File: src/pkg/pqr_pkg.sv
// package: register map, field layout and constants of the port queue regs
package pqr_pkg;
  localparam int ADDR_W = 16;
  localparam logic [ADDR_W-1:0] OFF_QUEUE_BASE = 16'h00f0;
  localparam logic [ADDR_W-1:0] OFF_FAIL_ADDR = 16'h00f4;
  localparam logic [ADDR_W-1:0] OFF_PARAMS = 16'h00f8;
  localparam logic [ADDR_W-1:0] OFF_IRQ_STATUS = 16'h0100;
  localparam logic [ADDR_W-1:0] OFF_IRQ_MASK = 16'h0104;
  localparam logic [ADDR_W-1:0] OFF_PORT_STATE = 16'h0108;
  localparam logic [31:0] QBASE_MASK = 32'h1fff_fe00;
  localparam logic [31:0] PARAM_MASK = 32'hffff_1fff;
  localparam logic [31:0] ZERO_WORD = 32'h0000_0000;
  localparam int IRQ_W = 3;
  localparam int IRQ_DSF = 0;
  localparam int IRQ_MSF = 1;
  localparam int IRQ_PERR = 2;
  localparam logic [IRQ_W-1:0] IRQ_ZERO = 3'h0;
  localparam logic [2:0] QS_ILLEGAL = 3'h7;
  // link quiet slot count per code; the illegal code falls back to 7
  localparam logic [5:0] QS_COUNT [8] = '{
    6'h07, 6'h0a, 6'h0e, 6'h10, 6'h15, 6'h19, 6'h20, 6'h07
  };
  localparam logic [2:0] CSZ_RESERVED_BIT = 3'h4;
  typedef enum logic [1:0] {
    PQR_UNINIT = 2'b00,
    PQR_DISABLED = 2'b01,
    PQR_DIS_MAINT = 2'b10,
    PQR_ENABLED = 2'b11
  } pqr_state_t;
  typedef struct packed {
    logic [2:0] cluster_size_code;
    logic [12:0] buffer_size;
    logic [2:0] must_be_zero_bits;
    logic arb_defeat;
    logic ext_header;
    logic [2:0] quiet_slot_select;
    logic [7:0] port_number;
  } pqr_param_t;
  typedef struct packed {
    logic data_structure_fault;
    logic memory_system_fault;
    logic buffer_mem_error;
    logic [31:0] addr;
  } pqr_fault_t;
endpackage : pqr_pkg

File: src/core/pqr_regs.sv
// port queue base, failing address and parameter register bank
`timescale 1ns/100ps
module pqr_regs
  import pqr_pkg::*;
(
  input wire logic clock,
  input wire logic rst_n,
  input wire logic [ADDR_W-1:0] reg_addr,
  input wire logic [31:0] reg_wdata,
  input wire logic reg_wr,
  input wire logic reg_rd,
  output logic [31:0] reg_rdata,
  input wire pqr_state_t port_state,
  input wire logic param_load,
  input wire pqr_param_t param_in,
  input wire pqr_fault_t fault_in,
  output logic [31:0] queue_block_base,
  output logic fail_addr_valid,
  output logic param_valid,
  output logic cluster_size_reserved,
  output logic [12:0] buffer_size,
  output logic arb_defeat,
  output logic ext_header,
  output logic [5:0] quiet_slot_count,
  output logic quiet_slot_illegal,
  output logic wr_refused,
  output logic irq
);
  logic [31:0] qbase_r;
  logic [31:0] fail_r;
  logic fail_valid_r;
  logic [31:0] param_r;
  logic [IRQ_W-1:0] irq_stat_r;
  logic [IRQ_W-1:0] irq_mask_r;
  logic [31:0] rdata_r;
  logic refused_r;
  pqr_param_t prm;

  wire sel_qbase = reg_addr == OFF_QUEUE_BASE;
  wire sel_fail = reg_addr == OFF_FAIL_ADDR;
  wire sel_param = reg_addr == OFF_PARAMS;
  wire sel_stat = reg_addr == OFF_IRQ_STATUS;
  wire sel_mask = reg_addr == OFF_IRQ_MASK;
  wire sel_state = reg_addr == OFF_PORT_STATE;
  wire state_writable = port_state == PQR_DISABLED ||
                        port_state == PQR_DIS_MAINT;
  wire qbase_we = reg_wr && sel_qbase && state_writable;
  wire ro_write = reg_wr && (sel_fail || sel_param);
  wire refuse = (reg_wr && sel_qbase && !state_writable) || ro_write;
  wire any_fault = fault_in.data_structure_fault ||
                   fault_in.memory_system_fault ||
                   fault_in.buffer_mem_error;
  wire [IRQ_W-1:0] irq_evt = {fault_in.buffer_mem_error,
                              fault_in.memory_system_fault,
                              fault_in.data_structure_fault};
  wire [IRQ_W-1:0] irq_clr = (reg_wr && sel_stat) ?
                             reg_wdata[IRQ_W-1:0] : IRQ_ZERO;
  wire [IRQ_W-1:0] irq_stat_nxt = irq_evt | (irq_stat_r & ~irq_clr);
  wire valid_now = port_state != PQR_UNINIT;
  wire [31:0] param_rd = valid_now ? (param_r & PARAM_MASK) : ZERO_WORD;
  wire [31:0] rd_mux =
    sel_qbase ? (qbase_r & QBASE_MASK) :
    sel_fail ? fail_r :
    sel_param ? param_rd :
    sel_stat ? {{(32-IRQ_W){1'b0}}, irq_stat_r} :
    sel_mask ? {{(32-IRQ_W){1'b0}}, irq_mask_r} :
    sel_state ? {{30{1'b0}}, port_state} : ZERO_WORD;

  // queue base has no defined reset value; only written values are trusted
  always_ff @(posedge clock) begin
    if (qbase_we) begin
      qbase_r <= reg_wdata & QBASE_MASK;
    end
  end

  always_ff @(posedge clock or negedge rst_n) begin
    if (!rst_n) begin
      fail_r <= ZERO_WORD;
      fail_valid_r <= 1'b0;
    end else if (any_fault) begin
      fail_r <= fault_in.addr;
      fail_valid_r <= 1'b1;
    end else if (port_state == PQR_UNINIT) begin
      fail_valid_r <= 1'b0;
    end
  end

  always_ff @(posedge clock or negedge rst_n) begin
    if (!rst_n) begin
      param_r <= ZERO_WORD;
    end else if (param_load) begin
      param_r <= param_in & PARAM_MASK;
    end
  end

  always_ff @(posedge clock or negedge rst_n) begin
    if (!rst_n) begin
      irq_stat_r <= IRQ_ZERO;
      irq_mask_r <= IRQ_ZERO;
      rdata_r <= ZERO_WORD;
      refused_r <= 1'b0;
    end else begin
      irq_stat_r <= irq_stat_nxt;
      if (reg_wr && sel_mask) begin
        irq_mask_r <= reg_wdata[IRQ_W-1:0];
      end
      rdata_r <= reg_rd ? rd_mux : ZERO_WORD;
      refused_r <= refuse;
    end
  end

  assign prm = pqr_param_t'(param_r);
  assign reg_rdata = rdata_r;
  assign queue_block_base = qbase_r & QBASE_MASK;
  assign fail_addr_valid = fail_valid_r;
  assign param_valid = valid_now;
  assign cluster_size_reserved = valid_now &&
    ((prm.cluster_size_code & CSZ_RESERVED_BIT) != 3'h0);
  assign buffer_size = valid_now ? prm.buffer_size : 13'h0000;
  assign arb_defeat = valid_now && prm.arb_defeat;
  assign ext_header = valid_now && prm.ext_header;
  assign wr_refused = refused_r;
  assign irq = |(irq_stat_r & irq_mask_r);

  pqr_quiet_slot u_qs (
    .quiet_slot_select(prm.quiet_slot_select),
    .quiet_slot_count(quiet_slot_count),
    .quiet_slot_illegal(quiet_slot_illegal)
  );
endmodule : pqr_regs

File: src/core/pqr_quiet_slot.sv
// quiet slot code decoder: slot count and illegal-code flag outputs
`timescale 1ns/100ps
module pqr_quiet_slot
  import pqr_pkg::*;
(
  input wire logic [2:0] quiet_slot_select,
  output logic [5:0] quiet_slot_count,
  output logic quiet_slot_illegal
);
  assign quiet_slot_count = QS_COUNT[quiet_slot_select];
  assign quiet_slot_illegal = quiet_slot_select == QS_ILLEGAL;
endmodule : pqr_quiet_slot

File: config.mk
export PLATFORM = sky130hd
export DESIGN_NAME = pqr_regs
export DESIGN_NICKNAME = d
export VERILOG_FILES = /design/src/pkg/pqr_pkg.sv /design/src/core/pqr_regs.sv /design/src/core/pqr_quiet_slot.sv
export SDC_FILE = /design/constraint.sdc
export NUM_CORES = 1
export LEC_CHECK = 0
export ABC_AREA = 1
export BUFFER_PORTS_ARGS = -buffer_cell sky130_fd_sc_hd__buf_2
export CORE_ASPECT_RATIO = 0.9
export CORE_UTILIZATION = 49
export DETAILED_ROUTE_END_ITERATION = 6
export PLACE_DENSITY_LB_ADDON = 0.1
export SLEW_MARGIN = 25
export SYNTH_ARGS = -nofsm -noshare
export SYNTH_HDL_FRONTEND = slang
export SYNTH_SLANG_ARGS = --single-unit
File: constraint.sdc
create_clock -name clock -period 2 [get_ports clock]
set_input_delay 0.5 -clock clock [delete_from_list [all_inputs] [get_ports clock]]
set_output_delay 0.5 -clock clock [all_outputs]
set_load 0.01 [all_outputs]
==> results of run 1 <==
## worst max path at each step
stage / startpoint / to / slack, ps / cells past startpoint
2_1_floorplan: reg_addr[4] / qbase_r[10] / 30 / 7
4_1_cts: param_r[9] / quiet_slot_count[3] / 5 / 3
3_3_place_gp: port_state[0] / reg_rdata[22] / 110 / 8
6_report: param_r[8] / quiet_slot_count[1] / 80 / 5
5_1_grt: param_r[9] / quiet_slot_count[1] / 1 / 4
3_5_place_dp: port_state[0] / reg_rdata[11] / 80 / 8
## per-stage QoR
stage          area [sq um]  utilization (%)
6_report               6930             66.5
5_1_grt                6930             66.5
4_1_cts                6910             66.3
3_5_place_dp           6400             61.4
3_3_place_gp           6400             61.4
2_1_floorplan          5400                -
## cell usage after synthesis, types with 2 or more instances
library cell,n
edfxtp_1,20
nand2_2,2
nor2_2,4
o21ai_0,48
mux2_2,7
ha_1,5
nor2_4,2
nand4_1,5
a21oi_1,39
nand2_1,192
o21ai_1,3
buf_6,5
nor2_1,39
buf_2,2
dfrtp_1,101
o21bai_1,2
inv_1,51
buf_4,12
a21oi_2,10
clkbuf_1,14
nand3_1,8
buf_8,2
## cells in the final DEF (no fill, tap or decap), types with 5 or more instances in the layout
cell       count
inv_1         50
clkbuf_16     17
buf_2        187
nand4_1        5
edfxtp_1      20
buf_4          8
dfrtp_1      100
conb_1        12
nand2_1      191
o21ai_0       47
nand3_1        8
mux2_2         7
a21oi_1       39
a21oi_2       10
buf_12         6
clkinv_2       9
nor2_1        39
## cells by family after synthesis
group | share of synthesized area [%]
adders and majority gates | 1.17
AOI/OAI and AO/OA | 10.6
other | 0.0701
and+or+nand+nor | 19.4
buffers and inverters | 8.82
muxes | 1.47
DFF | 58.5
## registers in the layout, summed over array words and instances, names as in the netlist
name,count
qbase_r,20
irq_mask_r,3
fail_r,32
fail_addr_valid,1
param_r,29
reg_rdata,32
wr_refused,1
irq_stat_r,3
## report_power, final
group | internal, uW | total [uW] | switching (uW) | leakage, uW
Combinational | 209 | 503 | 294 | 0.00193
Clock | 1580 | 2600 | 1020 | 0.000259
Sequential | 2610 | 2680 | 65.1 | 0.00144
Total | 4400 | 5780 | 1380 | 0.00364
## area by class of cell
| class | count | area [sq um] |
|---|---|---|
| sequential | 121 | 3130 |
| fill | 886 | 3490 |
| clock inverter | 12 | 60.1 |
| clock buffer | 20 | 447 |
| tap | 129 | 161 |
| timing repair buffer | 201 | 1120 |
| inverter | 54 | 209 |
| multi-input combinational | 383 | 1810 |
## repair_timing
item / 4_1_cts / 5_1_grt
setup buffers: 1 / 2
hold buffers: 0 / 0
gates resized for setup: 0 / 5
pin swaps: 0 / 1
endpoints found under the setup margin: 2 / 4
endpoints found under the hold margin: 0 / 0
## critical path, stage by stage (launching register included)
cell and delay (ps):
dfrtp_1 390, buf_4 160, ha_2 190, nand2_2 70, o21ai_0 70, buf_2 150
## metal layers
| metal | GRT usage [%] | share of wire, % | vias to the layer above |
|---|---|---|---|
| li1 | - | - | 2219 |
| met1 | 30.3 | 42 | 2133 |
| met2 | 41.0 | 51 | 183 |
| met3 | 5.83 | 6.7 | 10 |
| met4 | 6.77 | 0.67 | 0 |
| met5 | 0 | 0 | - |
==> flow_metrics.tcl, run 1 <==
set metrics [dict create \
    place_hpwl_um 9320 \
    async_flop_share_pct 83.5 \
    grt_max_degree 102 \
    place_ws_ps 84.8 \
    placementRows 35 \
    post-route-drc-count 13 \
    synth_edf_count 20 \
    synth_area_sq_um 5350 \
    critPathMaxFanout 4 \
    worstSetupPathType "reg2out" \
    clk_transition_reported_paths_ps 50 \
    ctsHtreeMaxLevel 4 \
    yosysTopAreaCell "dfrtp_1" \
    maxSlewViolCount 0 \
    cts_sinks 121 \
    vias 4545 \
    vias_per_cell 4.94 \
    ys_ff_latch 121 \
    ios 213 \
    cp.required_ps 1500 \
    setup_viol 0 \
    floorplan.initialDensity_pct 51.3 \
    placedCellCount 885 \
    period_needed_ps 1920 \
    numPortBuffers 188 \
    clock_path_buffers 2 \
    reg2reg_to "reg_rdata[9]" \
    max-vdd-ir-drop_v 0.000605 \
    end_kind "primary output" \
    r2r-start "param_r[9]" \
    die_y_um 101 \
    syn_inst 584 \
    fin_worst_skew_ps 10.6 \
    synthFlopType "dfrtp_1" \
    core-area_sq_um 10400 \
    setup_tns_ps 0 \
    syn_to_final_growth_pct 29.7 \
    yosysSeqAreaShare_pct 58.5 \
    status "complete, but fails checks" \
    layout.cells.non_filler 920 \
    wl_per_cell_um 14.3 \
    antenna_cells 0 \
    fin_hold_ws_ps 144 \
    grt_pass1_wl_um 20600 \
    insertion_delay_ps 400 \
    yosys-top-cells-area "dfrtp_1 47%, nand2_1 13%, edfxtp_1 11%" \
    die_area_sq_um 11300 \
    clk_root_buffer_cell "clkbuf_16" \
    synth_warnings 0 \
    p_per_area_nw_per_um2 834 \
    fin_crit_sh_pct 96.2 \
    arrival_ps 1420 \
    gr-usage-all-layers_pct 23.8 \
    slew_headroom_pct 63.8 \
    drt_wl_total_um 13200 \
    cp-start-kind "flip-flop" \
    tightest_slew_ps 543 \
    drv_cap 0 \
    violations "DRC" \
    synthDistinctLibCells 33 \
    drive_gt1_share_pct 33.5 \
    r2r.worst_path.cells 4 \
    avgSynthCellArea_sq_um 9.16 \
    max_freq_mhz 520 \
    antenna_found_initial 0 \
    overflow 0 \
    p_total_uw 5780 \
    finalNetCount 905 \
    first_pass_iters 7 \
    reg2reg_slack_ps 1030 \
    hold_viol 0 \
    grt_pass1_vias 4308 \
    gp_congestion 0.877 \
    cts_tree "yes" \
    ant_nets 0 \
    power_leakage_uw 0.00364 \
    layout_setup_ws_ps 75.8 \
    dieWidth_um 112 \
    drtIter0Drc 323 \
    cts_inserted_buffers 17 \
    rsz0062_at_grt "true" \
    hold_class "in2async" \
    synth_top_cell_area_share_pct 47.3 \
]
(Power assumes the default switching activity.)
==> run 2, diff against run 1 <==
--- a/config.mk
+++ b/config.mk
@@ -5,7 +5,6 @@
 export SDC_FILE = /design/constraint.sdc
 export NUM_CORES = 1
 export LEC_CHECK = 0
-export ABC_AREA = 1
 export BUFFER_PORTS_ARGS = -buffer_cell sky130_fd_sc_hd__buf_2
 export CORE_ASPECT_RATIO = 0.9
 export CORE_UTILIZATION = 49
==> run 2 against run 1 <==
  * The run still ends with DRC left
  * Combinational power grew 24%
  * Core utilization grew 2.1 points
  * Worst hold slack lost 5.0 ps
  * Clock power grew 10%
  * Die area shrank 1.9%
  * Register-to-register slack lost 120 ps
  * Sequential power is essentially flat
  * Synthesized area shrank 1.9%
  * Total power grew 6.8%
  * Routed wire length shrank 2.0%
  * Largest cell class unchanged
  * Critical path depth is the same
  * Final cell count shrank 17%
==> flow_metrics.tcl, run 2 <==
set metrics [dict create \
    status "complete, but fails checks" \
    violations "DRC" \
    reg2reg_to "reg_rdata[0]" \
    critPathMaxFanout 4 \
    synth.most_common_cell "dfrtp_1" \
    vias_per_cell 5.20 \
    power_leakage_uw 0.00353 \
    tightest_slew_ps 549 \
    place_hpwl_um 8900 \
    slew_headroom_pct 63.4 \
    core-area_sq_um 10300 \
    synth_top_cell_area_share_pct 48.2 \
    syn_to_final_growth_pct 35.2 \
    cp.required_ps 1500 \
    p_per_area_nw_per_um2 871 \
    drtIter0Drc 253 \
    insertion_delay_ps 410 \
    synth_area_sq_um 5250 \
    r2r-start "irq_mask_r[0]" \
    grt_pass1_vias 4104 \
    use_met3_pct 6.46 \
    fin_util_pct 68.6 \
    synthMuxAreaShare_pct 14.7 \
    max-vdd-ir-drop_v 0.000668 \
    post-route-drc-count 29 \
    floorplan.initialDensity_pct 50.8 \
    clock_path_buffers 2 \
    yosysTopAreaCell "dfrtp_1" \
    synthTopCellsByCount "101 x dfrtp_1, 63 x mux2_2, 34 x nor2b_1, 26 x nand2_1, 22 x a21oi_1" \
    wl_per_cell_um 16.9 \
    clk_transition_reported_paths_ps 60 \
    cp-start-kind "flip-flop" \
    synth-simple-area-share_pct 11.1 \
    first_pass_iters 7 \
    synthFlopType "dfrtp_1" \
    setup_viol 0 \
    synthDistinctLibCells 37 \
    max_freq_mhz 503 \
    fillers 779 \
    cts_inserted_buffers 17 \
    synth_fa_ha_area_share_pct 1.19 \
    arrival_ps 1490 \
    setup_tns_ps 0 \
    antenna_found_initial 0 \
    vias 3959 \
    critical_path.endpoint "quiet_slot_count[2]" \
    cts_tree "yes" \
    synth_top_family_by_area "multiplexers" \
    ant_nets 0 \
    grt_max_degree 102 \
    syn_inst 409 \
    synth_edf_count 20 \
    antenna_cells 0 \
    cts_sinks 121 \
    final_common_cell "buf_2" \
    r2r.worst_path.cells 4 \
    dieWidth_um 111 \
    synth_compound_area_share_pct 9.25 \
    gp_congestion 0.822 \
    end_kind "primary output" \
    use_met2_pct 41.5 \
    yosysSeqAreaShare_pct 59.6 \
    ys_ff_latch 121 \
    reg2reg_slack_ps 910 \
    die_y_um 100 \
    yosys-top-cells-area "dfrtp_1 48%, mux2_2 14%, edfxtp_1 11%" \
    cts-hold-fix-buffers 0 \
    drt_wl_total_um 12900 \
    clk_root_buffer_cell "clkbuf_16" \
    worstSetupPathType "reg2out" \
    layout.cells.non_filler 762 \
    rsz0062_at_grt "true" \
    maxSlewViolCount 0 \
    drv_cap 0 \
    hold_viol 0 \
    gr-usage-all-layers_pct 24.6 \
    placedCellCount 728 \
    placementRows 35 \
    async_flop_share_pct 83.5 \
    startpoint "param_r[8]" \
    avgSynthCellArea_sq_um 12.8 \
    overflow 0 \
    final_cell_mix "187 x buf_2, 98 x dfrtp_1, 63 x mux2_2" \
    numPortBuffers 188 \
    synth_warnings 0 \
    top_usage_layer "met2" \
    use_met1_pct 30.9 \
    synthXorXnorAreaFrac_pct 0 \
    period_needed_ps 1990 \
    ios 213 \
    grt_pass1_wl_um 20800 \
    drive_gt1_share_pct 51.2 \
    fin_worst_skew_ps 6.84 \
    die_area_sq_um 11100 \
    fin_crit_sh_pct 99.3 \
    ctsHtreeMaxLevel 4 \
    finalNetCount 747 \
    hold_class "in2async" \
]
[run 2: per-layer routing]
metal,wire length [um],vias up
li1,-,1854
met1,5480,1947
met2,6430,141
met3,817,17
met4,186,0
met5,0,-
[run 2: cell type report]
| type | instances | area [sq um] | area share (%) |
|---|---|---|---|
| multi-input combinational | 257 | 1990 | 28.1 |
| timing repair buffer | 215 | 1210 | 17.1 |
| sequential | 121 | 3130 | 44.2 |
| tap | 129 | 161 | 2.28 |
| clock buffer | 18 | 439 | 6.19 |
| inverter | 8 | 30.0 | 0.424 |
| clock inverter | 14 | 124 | 1.75 |
[run 2: critical path, cell delays in order (launching register included)]
cell     delay [ps]
dfrtp_2         450
inv_2            90
ha_4            270
inv_1            40
a21oi_2         100
buf_2           130
[run 2: what timing repair did]
action                                  CTS  global route
endpoints found under the setup margin    3             3
pin swaps                                 1             2
buffers inserted                          2             0
gates resized for setup                   4             7
[run 2: through the flow]
step / hold slack (ps) / area (sq um) / power, uW / setup WS (ps)
2_1_floorplan: 204 / 5310 / 3040 / -478
3_3_place_gp: 489 / 6470 / 3320 / -229
3_5_place_dp: 495 / 6470 / 3340 / -253
4_1_cts: 182 / 7060 / 6230 / 0.416
5_1_grt: 184 / 7090 / 6420 / -52.6
6_report: 139 / 7090 / 6170 / 13.2
[run 2: logic make-up after synthesis]
family | Yosys count
flip-flops | 121
multiplexers | 69
AO/OA/AOI/OAI | 68
AND/OR/NAND/NOR | 103
buffers and inverters | 42
other | 1
adder cells (fa/ha/maj) | 5
[run 2: where the power goes]
group	switching (uW)	leakage, uW	internal (uW)
clock network	1120	0.000259	1740
logic	306	0.00184	320
registers	73.0	0.00143	2610
total	1500	0.00353	4680
[run 2: how the worst min path moves through the flow]
stage,cells after the start,startpoint,slack [ps],endpoint
5_1_grt,2,rst_n,180,param_r[5]
3_3_place_gp,1,fail_r[20],490,fail_r[20]
3_5_place_dp,1,fail_r[25],490,fail_r[25]
4_1_cts,2,rst_n,180,param_r[5]
6_report,2,rst_n,140,param_r[5]
2_1_floorplan,0,rst_n,200,fail_addr_valid
==> run 3, diff against run 2 <==
==> constraint.sdc (replaced) <==
create_clock -name clock -period 2 [get_ports clock]
set_input_delay 0.1 -clock clock [delete_from_list [all_inputs] [get_ports clock]]
set_output_delay 0.1 -clock clock [all_outputs]
set_load 0.01 [all_outputs]
==> run 3 against run 2 <==
  * The run still ends with DRC left
  * Core utilization increased by 7.7 points
  * Critical path depth down 1
  * Highest routed layer unchanged
  * Clock-buffer cell count is the same
  * Total power grew 4.4%
  * Register-to-register slack barely moved
  * Die area stayed put
  * Fmax grew 16%
  * Non-clock buffer count increased by 79
  * Clock power grew 6%
==> flow_metrics.tcl, run 3 (synthesis gave the netlist of run 2 again) <==
set metrics [dict create \
    seq_power_share_pct 41.6 \
    p_total_uw 6450 \
    drtIter0Drc 274 \
    numPortBuffers 188 \
    period_needed_ps 1710 \
    slew_headroom_pct 51.0 \
    met1Wirelength_um 5790 \
    cts-hold-fix-buffers 90 \
    fin_crit_sh_pct 85.5 \
    post-route-drc-count 28 \
    routed-wl-met3_um 845 \
    first_pass_iters 7 \
    rsz0062_at_grt "false" \
    vias_per_cell 5.13 \
    r2r-start "irq_stat_r[1]" \
    grt_pass1_wl_um 23000 \
    p_int_uw 4890 \
    fin_util_pct 76.3 \
    clock_path_buffers 2 \
    grt_pass1_vias 4692 \
    clk_root_buffer_cell "clkbuf_16" \
    arrival_ps 1610 \
    fin_hold_ws_ps 138 \
    final_common_cell "buf_2" \
    clkPwrFrac_pct 46.8 \
    die_area_sq_um 11100 \
    insertion_delay_ps 420 \
    power_leakage_uw 0.00387 \
    place_hpwl_um 8960 \
    ios 213 \
    reg2reg_slack_ps 900 \
    cts_resized 0 \
    drv_cap 0 \
    max-vdd-ir-drop_v 0.000558 \
    antenna_found_initial 0 \
    p_sw_uw 1550 \
    syn_to_final_growth_pct 50.3 \
    ant_nets 0 \
    placementRows 35 \
    switching_share_pct 24.1 \
    clk_transition_reported_paths_ps 60 \
    antenna_cells 0 \
    p_per_area_nw_per_um2 818 \
    hold_class "in2reg" \
    end_kind "primary output" \
    floorplan.initialDensity_pct 50.8 \
    gr-usage-all-layers_pct 27.5 \
    core-area_sq_um 10300 \
    vias 4311 \
    gp_congestion 0.797 \
    maxSlewViolCount 0 \
    worstSetupPathType "reg2out" \
    holdPathEnd "reg_rdata[2]" \
    met2_length_um 7430 \
    drt_wl_total_um 14300 \
    die_y_um 100 \
    wl_per_cell_um 17.0 \
    dieWidth_um 111 \
    setup_tns_ps 0 \
    hold_path.startpoint "reg_addr[3]" \
    r2r.worst_path.cells 4 \
    hold_path_depth 3 \
    cts_tree "yes" \
    cts_sinks 121 \
    final_cell_mix "187 x buf_2, 101 x dfrtp_1, 90 x dlygate4sd3_1" \
    finalNetCount 826 \
    grt_max_degree 42 \
    p_comb_share_pct 11.5 \
    critPathMaxFanout 5 \
    status "complete, but fails checks" \
    tightest_slew_ps 736 \
    cts_inserted_buffers 17 \
    ctsHtreeMaxLevel 4 \
    reg2reg_to "reg_rdata[1]" \
    overflow 0 \
    drive_gt1_share_pct 43.0 \
    post-cts-setup-buffers 0 \
    cp-start-kind "flip-flop" \
    violations "DRC" \
    fin_worst_skew_ps 9.50 \
    cp.required_ps 1900 \
    max_freq_mhz 585 \
    top_layer_used "met4" \
    setup_viol 0 \
    hold_viol 0 \
]
## run 3: worst max-delay path by stage
stage,startpoint,end,slack [ps],cells after the start
floorplan,reg_addr[1],qbase_r[10],-80,5
global placement,reg_addr[1],reg_rdata[3],120,6
detailed placement,reg_addr[1],reg_rdata[5],90,6
CTS,param_r[8],quiet_slot_count[3],290,4
global route,param_r[8],quiet_slot_count[3],190,4
finish,param_r[8],quiet_slot_count[3],290,4
## run 3: per-stage QoR
| stage | instance area (sq um) | setup WS, ps | std cells |
|---|---|---|---|
| detailed placement | 6390 | 85.3 | 719 |
| global route | 7880 | 188 | 841 |
| finish | 7880 | 289 | 841 |
| global placement | 6390 | 122 | 719 |
| floorplan | 5310 | -78.4 | 420 |
| CTS | 7880 | 295 | 841 |
## run 3: metal layers
metal  track usage (%)  up-vias
li1                  -     2005
met1              32.2     2133
met2              49.4      154
met3              7.19       19
met4              9.88        0
met5                 0        -
## run 3: cell type report
type / instances / area, sq um
clock buffers: 18 / 439
clock inverters: 14 / 149
fillers: 678 / 2450
inverters: 8 / 30.0
multi-input cells: 257 / 1960
flip-flops and latches: 121 / 3130
well taps: 129 / 161
repair buffers: 294 / 2010
## run 3: power groups by stage
stage                     Sequential (uW)  Clock [uW]  Combinational (uW)
after floorplan                      2700           0                 341
after CTS                            2680        3060                 740
final                                2680        3020                 743
after global routing                 2700        3190                 813
after detailed placement             2730           0                 599
after global placement               2720           0                 585
## run 3: critical path: stages, from the launching register on
cell and delay (ps):
dfrtp_1 450, inv_1 110, ha_1 320, o21ai_0 170, buf_2 160
